===== src/logic/adcr_pkg.sv =====
// package: register map, field positions and reset values of the analog-die control registers
// assumes an 8-bit register port reached from the die-to-die interface
package adcr_pkg;
    localparam logic [9:0] ADCR_BASE_BLOCKING = 10'h200;
    localparam logic [9:0] ADCR_BASE_NONBLOCKING = 10'h300;
    localparam logic [7:0] ADCR_OFS_SRC_HI = 8'h08;
    localparam logic [7:0] ADCR_OFS_SRC_LO = 8'h09;
    localparam logic [7:0] ADCR_OFS_MASK_HI = 8'h0c;
    localparam logic [7:0] ADCR_OFS_MASK_LO = 8'h0d;
    localparam logic [7:0] ADCR_OFS_LIFETIME_COUNTER_STATUS = 8'h3a;
    localparam logic [7:0] ADCR_OFS_LTC_HI = 8'h3c;
    localparam logic [7:0] ADCR_OFS_LTC_LO = 8'h3e;
    localparam logic [7:0] ADCR_OFS_CTL = 8'h40;
    localparam logic [7:0] ADCR_OFS_TX_ROUTE = 8'h54;
    localparam logic [7:0] ADCR_OFS_RX_ROUTE = 8'h55;
    localparam logic [7:0] ADCR_OFS_GAIN = 8'h62;
    localparam logic [7:0] ADCR_OFS_GCB = 8'h63;
    localparam logic [7:0] ADCR_OFS_COC = 8'hab;
    localparam logic [7:0] ADCR_RST_BYTE = 8'h00;
    localparam logic [15:0] ADCR_RST_WORD = 16'h0000;
    localparam logic [31:0] ADCR_RST_LTC = 32'h0000_0000;
    localparam int ADCR_BIT_ROUTE_PORT = 1;
    localparam int ADCR_BIT_ROUTE_SER = 0;
    localparam int ADCR_BIT_LTC_OVF = 7;
    localparam int ADCR_BIT_LTC_EN = 0;
    localparam int ADCR_BIT_AGC_EN = 1;
    localparam int ADCR_BIT_LTC_IRQ = 4;
    localparam int ADCR_GAIN_W = 3;
    localparam int ADCR_NGAIN = 8;
    typedef enum logic [1:0] {ADCR_RD_NONE, ADCR_RD_HI_FIRST, ADCR_RD_LO_FIRST} adcr_rd_t;
endpackage : adcr_pkg


===== src/logic/adcr_route_if.sv =====
// interface: bus transmit/receive routing between the register bank and the routing mux
// assumes one clock domain; purely combinational carriers
`timescale 1ns/1ns
interface adcr_route_if;
    logic [1:0] tx_sel;
    logic [1:0] rx_sel;
    logic ser_txd;
    logic port_txd;
    logic direct_txd;
    logic bus_rxd;
    logic bus_txd_next;
    logic [1:0] rx_next;
    modport bank(output tx_sel, output rx_sel, output ser_txd, output port_txd,
        output direct_txd, output bus_rxd, input bus_txd_next, input rx_next);
    modport mux(input tx_sel, input rx_sel, input ser_txd, input port_txd,
        input direct_txd, input bus_rxd, output bus_txd_next, output rx_next);
endinterface : adcr_route_if


===== src/logic/adcr_route.sv =====
// module: routing of the bus transmitter and receiver to serial block or port b
// assumes the bank registers the outputs
`timescale 1ns/1ns
module adcr_route (
    adcr_route_if.mux rt
);
    always_comb begin
        logic tx_src;
        tx_src = 1'b0;
        if (rt.tx_sel[adcr_pkg::ADCR_BIT_ROUTE_SER]) begin
            tx_src = rt.ser_txd;
        end else if (rt.tx_sel[adcr_pkg::ADCR_BIT_ROUTE_PORT]) begin
            tx_src = rt.port_txd;
        end
        rt.bus_txd_next = tx_src | rt.direct_txd;
        // idle level of a disconnected receiver path is recessive high
        rt.rx_next[1] = rt.rx_sel[adcr_pkg::ADCR_BIT_ROUTE_PORT] ? rt.bus_rxd : 1'b1;
        rt.rx_next[0] = rt.rx_sel[adcr_pkg::ADCR_BIT_ROUTE_SER] ? rt.bus_rxd : 1'b1;
    end
endmodule : adcr_route


===== src/logic/adcr_bank.sv =====
// module: analog-die control/status register bank with masks, gain, routing, lifetime counter
// assumes one byte-wide register port and a 16-bit port for the lifetime counter halves
`timescale 1ns/1ns
// Operation
// - high mask bits block their interrupt when set
// - low mask at 0x0D, bits 7..6 zero
// - blocking base 0x200, non-blocking base 0x300
// - gain write applies only without automatic gain
// - gain read returns gain in effect
// - gain code selects offset compensation buffer
// - threshold register holds up/down nibbles
// - transmit routing: bit1 port, bit0 serial
// - both set: serial block wins
// - selected source ORed with direct transmit
// - receive routing register at 0x55
// - overflow flag set, cleared by writing one
// - counter as two 16-bit halves only
// - reading a half freezes until other read
// - low source register reports six pending bits
module adcr_bank (
    input wire logic i_mclk,
    input wire logic i_sys_rst,
    input wire logic [9:0] i_addr,
    input wire logic i_wr,
    input wire logic i_rd,
    input wire logic i_wide,
    input wire logic [15:0] i_wdata,
    input wire logic [7:0] i_irq_hi_src,
    input wire logic [5:0] i_irq_lo_src,
    input wire logic [2:0] i_agc_gain,
    input wire logic i_ser_txd,
    input wire logic i_port_txd,
    input wire logic i_direct_txd,
    input wire logic i_bus_rxd,
    input wire logic i_ltc_tick,
    output logic [15:0] o_rdata,
    output logic o_irq,
    output logic [2:0] o_gain_code,
    output logic [9:0] o_pga_gain,
    output logic [3:0] o_gain_up_thr,
    output logic [3:0] o_gain_down_thr,
    output logic o_auto_gain_enable,
    output logic o_bus_txd,
    output logic o_rx_to_port_b,
    output logic o_rx_to_serial_block
);
    function automatic logic [7:0] adcr_offset(input logic [9:0] a);
        // both windows map onto the same offsets
        if (a[9:8] == adcr_pkg::ADCR_BASE_BLOCKING[9:8] ||
            a[9:8] == adcr_pkg::ADCR_BASE_NONBLOCKING[9:8]) begin
            return a[7:0];
        end
        return 8'hff;
    endfunction : adcr_offset

    function automatic logic [9:0] adcr_gain_of(input logic [2:0] c);
        return 10'h004 << c;
    endfunction : adcr_gain_of

    adcr_route_if rt();
    adcr_route u_route (.rt(rt));

    logic [7:0] mask_hi_reg, mask_hi_next;
    logic [7:0] mask_lo_reg, mask_lo_next;
    logic [2:0] gain_reg, gain_next;
    logic [7:0] gcb_reg, gcb_next;
    logic [1:0] tx_reg, tx_next;
    logic [1:0] rx_reg, rx_next;
    logic [7:0] ctl_reg, ctl_next;
    logic ovf_reg, ovf_next;
    logic [31:0] ltc_reg, ltc_next;
    adcr_pkg::adcr_rd_t frz_reg, frz_next;
    logic [7:0] coc_reg [adcr_pkg::ADCR_NGAIN];
    logic [7:0] coc_wdata;
    logic coc_we;
    logic [15:0] rdata_next;
    logic irq_next;
    logic txd_next;
    logic ovf_set;
    logic [2:0] coc_idx;

    assign rt.tx_sel = tx_reg;
    assign rt.rx_sel = rx_reg;
    assign rt.ser_txd = i_ser_txd;
    assign rt.port_txd = i_port_txd;
    assign rt.direct_txd = i_direct_txd;
    assign rt.bus_rxd = i_bus_rxd;

    always_comb begin
        logic [7:0] ofs;
        logic [2:0] eff_gain;
        logic [5:0] lo_pend;
        ofs = adcr_offset(i_addr);
        mask_hi_next = mask_hi_reg;
        mask_lo_next = mask_lo_reg;
        gain_next = gain_reg;
        gcb_next = gcb_reg;
        tx_next = tx_reg;
        rx_next = rx_reg;
        ctl_next = ctl_reg;
        ovf_next = ovf_reg;
        ltc_next = ltc_reg;
        frz_next = frz_reg;
        ovf_set = 1'b0;
        coc_we = 1'b0;
        coc_wdata = i_wdata[7:0];
        rdata_next = adcr_pkg::ADCR_RST_WORD;
        lo_pend = i_irq_lo_src;
        lo_pend[adcr_pkg::ADCR_BIT_LTC_IRQ] = lo_pend[adcr_pkg::ADCR_BIT_LTC_IRQ] | ovf_reg;
        // in automatic mode the control unit's choice is the gain in effect
        eff_gain = ctl_reg[adcr_pkg::ADCR_BIT_AGC_EN] ? i_agc_gain : gain_reg;
        coc_idx = eff_gain;
        if (ctl_reg[adcr_pkg::ADCR_BIT_AGC_EN]) begin
            gain_next = i_agc_gain;
        end
        // counter runs while enabled and not frozen by a half read
        if (ctl_reg[adcr_pkg::ADCR_BIT_LTC_EN] && i_ltc_tick &&
            frz_reg == adcr_pkg::ADCR_RD_NONE) begin
            ltc_next = ltc_reg + 32'h0000_0001;
            if (ltc_reg == 32'hffff_ffff) begin
                ovf_next = 1'b1;
                ovf_set = 1'b1;
            end
        end
        if (i_wr) begin
            unique case (ofs)
                adcr_pkg::ADCR_OFS_MASK_HI: mask_hi_next = i_wdata[7:0];
                adcr_pkg::ADCR_OFS_MASK_LO: mask_lo_next = {2'b00, i_wdata[5:0]};
                adcr_pkg::ADCR_OFS_GAIN: begin
                    if (!ctl_reg[adcr_pkg::ADCR_BIT_AGC_EN]) begin
                        gain_next = i_wdata[2:0];
                    end
                end
                adcr_pkg::ADCR_OFS_GCB: gcb_next = i_wdata[7:0];
                adcr_pkg::ADCR_OFS_TX_ROUTE: tx_next = i_wdata[1:0];
                adcr_pkg::ADCR_OFS_RX_ROUTE: rx_next = i_wdata[1:0];
                adcr_pkg::ADCR_OFS_CTL: ctl_next = {6'h00, i_wdata[1:0]};
                adcr_pkg::ADCR_OFS_COC: coc_we = 1'b1;
                adcr_pkg::ADCR_OFS_LIFETIME_COUNTER_STATUS: begin
                    // a set in the same cycle wins over the clear
                    if (i_wdata[adcr_pkg::ADCR_BIT_LTC_OVF] && !ovf_set) begin
                        ovf_next = 1'b0;
                    end
                end
                adcr_pkg::ADCR_OFS_LTC_HI: begin
                    if (i_wide) begin
                        ltc_next[31:16] = i_wdata;
                    end
                end
                adcr_pkg::ADCR_OFS_LTC_LO: begin
                    if (i_wide) begin
                        ltc_next[15:0] = i_wdata;
                    end
                end
                default: ;
            endcase
        end
        if (i_rd) begin
            unique case (ofs)
                adcr_pkg::ADCR_OFS_SRC_HI: rdata_next = {8'h00, i_irq_hi_src};
                adcr_pkg::ADCR_OFS_SRC_LO: rdata_next = {10'h000, lo_pend};
                adcr_pkg::ADCR_OFS_MASK_HI: rdata_next = {8'h00, mask_hi_reg};
                adcr_pkg::ADCR_OFS_MASK_LO: rdata_next = {8'h00, mask_lo_reg};
                adcr_pkg::ADCR_OFS_GAIN: rdata_next = {13'h0, eff_gain};
                adcr_pkg::ADCR_OFS_GCB: rdata_next = {8'h00, gcb_reg};
                adcr_pkg::ADCR_OFS_TX_ROUTE: rdata_next = {14'h0, tx_reg};
                adcr_pkg::ADCR_OFS_RX_ROUTE: rdata_next = {14'h0, rx_reg};
                adcr_pkg::ADCR_OFS_CTL: rdata_next = {8'h00, ctl_reg};
                adcr_pkg::ADCR_OFS_COC: rdata_next = {8'h00, coc_reg[eff_gain]};
                adcr_pkg::ADCR_OFS_LIFETIME_COUNTER_STATUS: rdata_next = {8'h00, ovf_reg, 7'h00};
                adcr_pkg::ADCR_OFS_LTC_HI: begin
                    if (i_wide) begin
                        rdata_next = ltc_reg[31:16];
                        frz_next = (frz_reg == adcr_pkg::ADCR_RD_LO_FIRST) ?
                            adcr_pkg::ADCR_RD_NONE : adcr_pkg::ADCR_RD_HI_FIRST;
                    end
                end
                adcr_pkg::ADCR_OFS_LTC_LO: begin
                    if (i_wide) begin
                        rdata_next = ltc_reg[15:0];
                        frz_next = (frz_reg == adcr_pkg::ADCR_RD_HI_FIRST) ?
                            adcr_pkg::ADCR_RD_NONE : adcr_pkg::ADCR_RD_LO_FIRST;
                    end
                end
                default: rdata_next = adcr_pkg::ADCR_RST_WORD;
            endcase
        end
        // a set mask bit blocks the request, pending stays visible
        irq_next = |(i_irq_hi_src & ~mask_hi_reg) | |(lo_pend & ~mask_lo_reg[5:0]);
        txd_next = rt.bus_txd_next;
    end

    always_ff @(posedge i_mclk) begin
        if (i_sys_rst) begin
            mask_hi_reg <= adcr_pkg::ADCR_RST_BYTE;
            mask_lo_reg <= adcr_pkg::ADCR_RST_BYTE;
            gain_reg <= 3'h0;
            gcb_reg <= adcr_pkg::ADCR_RST_BYTE;
            tx_reg <= 2'h0;
            rx_reg <= 2'h0;
            ctl_reg <= adcr_pkg::ADCR_RST_BYTE;
            ovf_reg <= 1'b0;
            ltc_reg <= adcr_pkg::ADCR_RST_LTC;
            frz_reg <= adcr_pkg::ADCR_RD_NONE;
            o_rdata <= adcr_pkg::ADCR_RST_WORD;
            o_irq <= 1'b0;
            o_gain_code <= 3'h0;
            o_pga_gain <= 10'h004;
            o_gain_up_thr <= 4'h0;
            o_gain_down_thr <= 4'h0;
            o_auto_gain_enable <= 1'b0;
            o_bus_txd <= 1'b0;
            o_rx_to_port_b <= 1'b1;
            o_rx_to_serial_block <= 1'b1;
        end else begin
            mask_hi_reg <= mask_hi_next;
            mask_lo_reg <= mask_lo_next;
            gain_reg <= gain_next;
            gcb_reg <= gcb_next;
            tx_reg <= tx_next;
            rx_reg <= rx_next;
            ctl_reg <= ctl_next;
            ovf_reg <= ovf_next;
            ltc_reg <= ltc_next;
            frz_reg <= frz_next;
            o_rdata <= rdata_next;
            o_irq <= irq_next;
            o_gain_code <= gain_next;
            o_pga_gain <= adcr_gain_of(gain_next);
            o_gain_up_thr <= gcb_next[7:4];
            o_gain_down_thr <= gcb_next[3:0];
            o_auto_gain_enable <= ctl_next[adcr_pkg::ADCR_BIT_AGC_EN];
            o_bus_txd <= txd_next;
            o_rx_to_port_b <= rt.rx_next[1];
            o_rx_to_serial_block <= rt.rx_next[0];
        end
    end

    // offset compensation buffers, one per gain step
    for (genvar g = 0; g < adcr_pkg::ADCR_NGAIN; g++) begin : g_coc
        always_ff @(posedge i_mclk) begin
            if (i_sys_rst) begin
                coc_reg[g] <= adcr_pkg::ADCR_RST_BYTE;
            end else if (coc_we && coc_idx == 3'(g)) begin
                coc_reg[g] <= coc_wdata;
            end
        end
    end

    mask_blocks_a: assert property (@(posedge i_mclk) disable iff (i_sys_rst)
        (mask_hi_reg == 8'hff && mask_lo_reg[5:0] == 6'h3f) |=> !o_irq)
        else $error("masked sources raised a request");
    low_mask_zero_a: assert property (@(posedge i_mclk) disable iff (i_sys_rst)
        mask_lo_reg[7:6] == 2'b00) else $error("low mask upper bits set");
    gain_hold_a: assert property (@(posedge i_mclk) disable iff (i_sys_rst)
        (!ctl_reg[1] && !(i_wr && adcr_offset(i_addr) == adcr_pkg::ADCR_OFS_GAIN))
        |=> $stable(gain_reg)) else $error("gain changed without a write");
    gain_map_a: assert property (@(posedge i_mclk) disable iff (i_sys_rst)
        $onehot(o_pga_gain) && o_pga_gain[{1'b0, o_gain_code} + 4'h2])
        else $error("gain code mapping wrong");
    thr_split_a: assert property (@(posedge i_mclk) disable iff (i_sys_rst)
        $past(i_wr) && adcr_offset($past(i_addr)) == adcr_pkg::ADCR_OFS_GCB
        |-> ##1 o_gain_up_thr == $past(i_wdata[7:4], 2)) else $error("threshold wrong");
    tx_prio_a: assert property (@(posedge i_mclk) disable iff (i_sys_rst)
        (tx_reg == 2'b11 && !i_direct_txd) |=> o_bus_txd == $past(i_ser_txd))
        else $error("serial block not given priority");
    ovf_set_a: assert property (@(posedge i_mclk) disable iff (i_sys_rst)
        (ltc_reg == 32'hffff_ffff && ltc_next == 32'h0) |=> ovf_reg)
        else $error("overflow flag not set on wrap");
    freeze_cnt_a: assert property (@(posedge i_mclk) disable iff (i_sys_rst)
        (frz_reg != adcr_pkg::ADCR_RD_NONE && !i_wr) |=> $stable(ltc_reg))
        else $error("counter moved while a half read is open");
    set_wins_a: assert property (@(posedge i_mclk) disable iff (i_sys_rst)
        ovf_set |=> ovf_reg) else $error("overflow clear beat a set");
    ovf_clear_a: assert property (@(posedge i_mclk) disable iff (i_sys_rst)
        (i_wr && adcr_offset(i_addr) == adcr_pkg::ADCR_OFS_LIFETIME_COUNTER_STATUS &&
        i_wdata[adcr_pkg::ADCR_BIT_LTC_OVF] && !ovf_set) |=> !ovf_reg)
        else $error("overflow flag not cleared by a one");
    auto_gain_a: assert property (@(posedge i_mclk) disable iff (i_sys_rst)
        ctl_reg[adcr_pkg::ADCR_BIT_AGC_EN] |=> o_gain_code == $past(i_agc_gain))
        else $error("automatic gain not in effect");
    gain_read_a: assert property (@(posedge i_mclk) disable iff (i_sys_rst)
        (i_rd && !i_wr && adcr_offset(i_addr) == adcr_pkg::ADCR_OFS_GAIN)
        |=> o_rdata == {13'h0, o_gain_code}) else $error("gain read not in effect");
    tx_or_a: assert property (@(posedge i_mclk) disable iff (i_sys_rst)
        i_direct_txd |=> o_bus_txd) else $error("direct transmit not ORed in");
    rx_route_a: assert property (@(posedge i_mclk) disable iff (i_sys_rst)
        rx_reg[adcr_pkg::ADCR_BIT_ROUTE_PORT] |=> o_rx_to_port_b == $past(i_bus_rxd))
        else $error("receiver not routed to port b");
    narrow_read_a: assert property (@(posedge i_mclk) disable iff (i_sys_rst)
        (i_rd && !i_wide) |=> frz_reg == $past(frz_reg))
        else $error("byte read moved the counter freeze");
    resume_cnt_a: assert property (@(posedge i_mclk) disable iff (i_sys_rst)
        (i_rd && i_wide && adcr_offset(i_addr) == adcr_pkg::ADCR_OFS_LTC_LO &&
        frz_reg == adcr_pkg::ADCR_RD_HI_FIRST) |=> frz_reg == adcr_pkg::ADCR_RD_NONE)
        else $error("counter did not resume after second half");
    src_lo_zero_a: assert property (@(posedge i_mclk) disable iff (i_sys_rst)
        (i_rd && adcr_offset(i_addr) == adcr_pkg::ADCR_OFS_SRC_LO)
        |=> o_rdata[15:6] == 10'h000)
        else $error("low source upper bits not zero");
endmodule : adcr_bank


===== config.mk =====
export PLATFORM = sky130hd
export DESIGN_NAME = adcr_bank
export DESIGN_NICKNAME = d
export VERILOG_FILES = /design/src/logic/adcr_pkg.sv /design/src/logic/adcr_route_if.sv /design/src/logic/adcr_route.sv /design/src/logic/adcr_bank.sv
export SDC_FILE = /design/constraint.sdc
export NUM_CORES = 1
export LEC_CHECK = 0
export ABC_CLOCK_PERIOD_IN_PS = 4400
export BUFFER_PORTS_ARGS = -buffer_cell sky130_fd_sc_hd__buf_2
export CAP_MARGIN = 20
export CORE_ASPECT_RATIO = 1.25
export CORE_MARGIN = 1.5
export CORE_UTILIZATION = 63
export CTS_CLUSTER_DIAMETER = 50
export DETAILED_ROUTE_END_ITERATION = 10
export PLACE_DENSITY_LB_ADDON = 0.1
export SKIP_CTS_REPAIR_TIMING = 1
export SLEW_MARGIN = 20
export SYNTH_ARGS = -nofsm -noshare
export SYNTH_HDL_FRONTEND = slang
export SYNTH_SLANG_ARGS = --single-unit
export TNS_END_PERCENT = 100

===== constraint.sdc =====
create_clock -name i_mclk -period 4.4 [get_ports i_mclk]
set_input_delay 0 -clock i_mclk [delete_from_list [all_inputs] [get_ports i_mclk]]
set_output_delay 0 -clock i_mclk [all_outputs]
set_load 0.02 [all_outputs]

==> flow_summary.ini <==
[timing]
hold_ws_ns = -0.004252
setup_violations = 0
skew_ns = 0.01227
min_period_ns = 2.712
finalCritPeriodShare_pct = 61.63
clock.fmax_mhz = 368.8
worstMarginPinSlew_ns = 1.066
slew_headroom_pct = 27.43
rsz0062_at_grt = false
tns_ns = 0
finalHoldViolCount = 1
drv_slew = 0

[synth]
yosysWarnings = 0
ys_async_sr_fraction_pct = 0
synth-main-ff-cell = dfxtp_1
synthCells = 770
syn_avg_cell_area_um2 = 10.31
yosysSeqAreaShare_pct = 47.93
synthAdderAreaFrac_pct = 0.1577
synth_top_family_by_area = simple AND/OR/NAND/NOR gates
synth_cell_type_count = 69
synth_simple_gate_area_share_pct = 23.13
synth_compound_area_share_pct = 12.75
synth_edf_count = 64
synthMuxAreaShare_pct = 8.482
synthXorXnorAreaFrac_pct = 3.311
netlist_area_um2 = 7936
ys_ff_latch = 158

[power]
leakage_nw = 3.377
fin_total_pwr_mw = 3.057
power_density_nw_per_um2 = 335.6
vdd_drop_max_v = 0.0003678

[floorplan]
coreArea_um2 = 12220
die_h_um = 128.5
rows = 45
start_util_pct = 64.96
dieArea_um2 = 13280
io_pins = 95
die_w_um = 103.4

[detailed_routing]
ant_nets = 0
vias_per_cell = 6.248
firstDrtPassIters = 5
met1_length_um = 8057
vias = 6423
drtIter0Drc = 536
met2_length_um = 10500
wl_um = 20730
routedWlPerCell_um = 20.16
drc_errors = 0
wl_met3_um = 1519
highest_layer = met4

[place]
hpwlAfterDp_um = 14190
place_area_um2 = 8374
dpl.cell_count = 978
numPortBuffers = 91
gp_congestion = 0.9715

[worst_setup_path]
critPathCaptureType = register
worstPathCellList = mux2i_4 > mux4_2 > a22oi_1 > a21oi_1
crit_type = reg2reg
reg2reg_from = ctl_reg[1]
reg2reg_slack_ns = 1.69
cpPeakStageDelay_ns = 0.98
reg2reg_depth = 4
critPathRequiredTime_ns = 4.70
cp_slowest_cell = mux2i_4
path_max_fanout = 28
r2r_end = o_rdata[5]
critPathArrivalTime_ns = 3.01
critPathLaunchType = register

[cells_and_area]
area_delta_synth_final_pct = 14.79
diodes = 0
instances_no_fill = 1028
largest_reg_flops = 64
drive_above_1_share_pct = 23.03
nNetsFinal = 905
fin_area_um2 = 9110

[hold_path]
min-delay-start = i_wdata[3]
min_to = mask_lo_reg[3]
hold_class = in2reg
holdPathStages = 3

[clock_tree]
clock_latency_ns = 0.42
clkTransAtPathRegs_ns = 0.07
cts.sinks = 158
clock_path_buffers = 2
numCtsBuffers = 17
cts-root-buf = clkbuf_16
htree_levels = 4
cts_tree = done

[grt]
grt_overflow = 0
grt_max_degree = 49
grt_pass1_vias = 6053
antenna_found_initial = 0
grt_pass1_wl_um = 32140
grt_usage_pct = 32.39

[outcome]
violations = hold timing
outcome = finished, violations left

[run]
max_cap_viol_count = 0
==> power breakdown <==
part | leakage, nW | internal [mW] | total [mW] | switching (mW)
Clock | 0.244 | 0.725 | 1.35 | 0.620
Combinational | 1.72 | 0.0574 | 0.161 | 0.104
Sequential | 1.41 | 1.54 | 1.55 | 0.00841
==> cell usage after synthesis, types with 10 or more instances <==
cell	number	area, µm²
xor2_1	14	122.6
edfxtp_1	64	1922
nor2_1	77	289.0
a211oi_2	16	200.2
xnor2_1	16	140.1
a221oi_1	10	87.58
mux4_2	19	427.9
nand3_1	31	155.2
nor3_1	18	90.09
buf_2	11	55.05
a211oi_1	15	112.6
clkbuf_1	29	108.9
mux2i_1	13	130.1
nand4_1	11	68.82
nand2_1	60	225.2
and2_1	69	431.7
a22oi_1	21	157.7
dfxtp_1	94	1882
inv_1	20	75.07
a21oi_1	37	185.2
==> metal layers <==
layer / vias up / global-route usage (%)
li1: 2945 / -
met3: 52 / 5.378
met2: 308 / 54.21
met5: - / 0
met4: 0 / 12.64
met1: 3118 / 41.87
==> cells in the final DEF, fill, tap and decap left out, drive strengths merged, types with 3 or more instances in the layout <==
master       count
buf             95
dfxtp           94
nor2            84
and2            69
edfxtp          64
nand2           61
a21oi           37
nand3           31
a211oi          31
nor3            25
inv             24
a22oi           21
mux4            19
clkbuf          17
dlygate4sd3     17
xnor2           16
mux2i           15
xor2            14
nand4           11
a221oi          10
mux2             7
nor2b            7
and3             7
and4             7
nand2b           7
clkinvlp         7
a21o             6
a31oi            5
o22ai            5
o21ai            5
nor4             5
clkinv           4
or2              4
o21a             3
a22o             3
nor4b            3
==> worst max-delay path: cells and delay by family, from the launching register on <==
| family | cells | cell delay (ns) |
|---|---|---|
| muxes | 2 | 1.40 |
| DFF | 1 | 0.72 |
| AOI/OAI and AO/OA | 2 | 0.46 |
==> per-stage QoR <==
| step | utilization, % | setup slack (ns) |
|---|---|---|
| 2_1_floorplan | - | 2.027 |
| 3_3_place_gp | 68.54 | 1.534 |
| 4_1_cts | 72.94 | 1.463 |
| 3_5_place_dp | 68.54 | 1.480 |
| 5_1_grt | 74.56 | 1.530 |
| 6_report | 74.56 | 1.688 |
==> worst max path at each step <==
stage	from	endpoint	slack, ns	cells past startpoint
floorplan	ctl_reg[1]	coc_reg[2][0]	2.03	5
global placement	ctl_reg[1]	coc_reg[2][0]	1.53	4
detailed placement	ctl_reg[1]	coc_reg[2][0]	1.48	4
CTS	ctl_reg[1]	coc_reg[2][7]	1.46	4
global route	ctl_reg[1]	o_rdata[7]	1.53	4
finish	ctl_reg[1]	o_rdata[5]	1.69	4
==> cell type report <==
type / count / area, µm²
timing repair buffer: 112 / 675.6
tap: 164 / 205.2
inverter: 20 / 75.07
clock inverter: 15 / 112.6
sequential: 158 / 3804
multi-input combinational: 542 / 3812
fill: 863 / 3108
clock buffer: 17 / 425.4
==> cells by family (layout without fill, tap and decap cells) <==
logic type	Yosys count	in the layout
flops	158	158
other cells	1	2
fa+ha+maj	1	1
mux	41	41
compound gates	135	135
buf+inv	71	164
simple gates	333	333
xor+xnor	30	30
(Power assumes the default switching activity.)
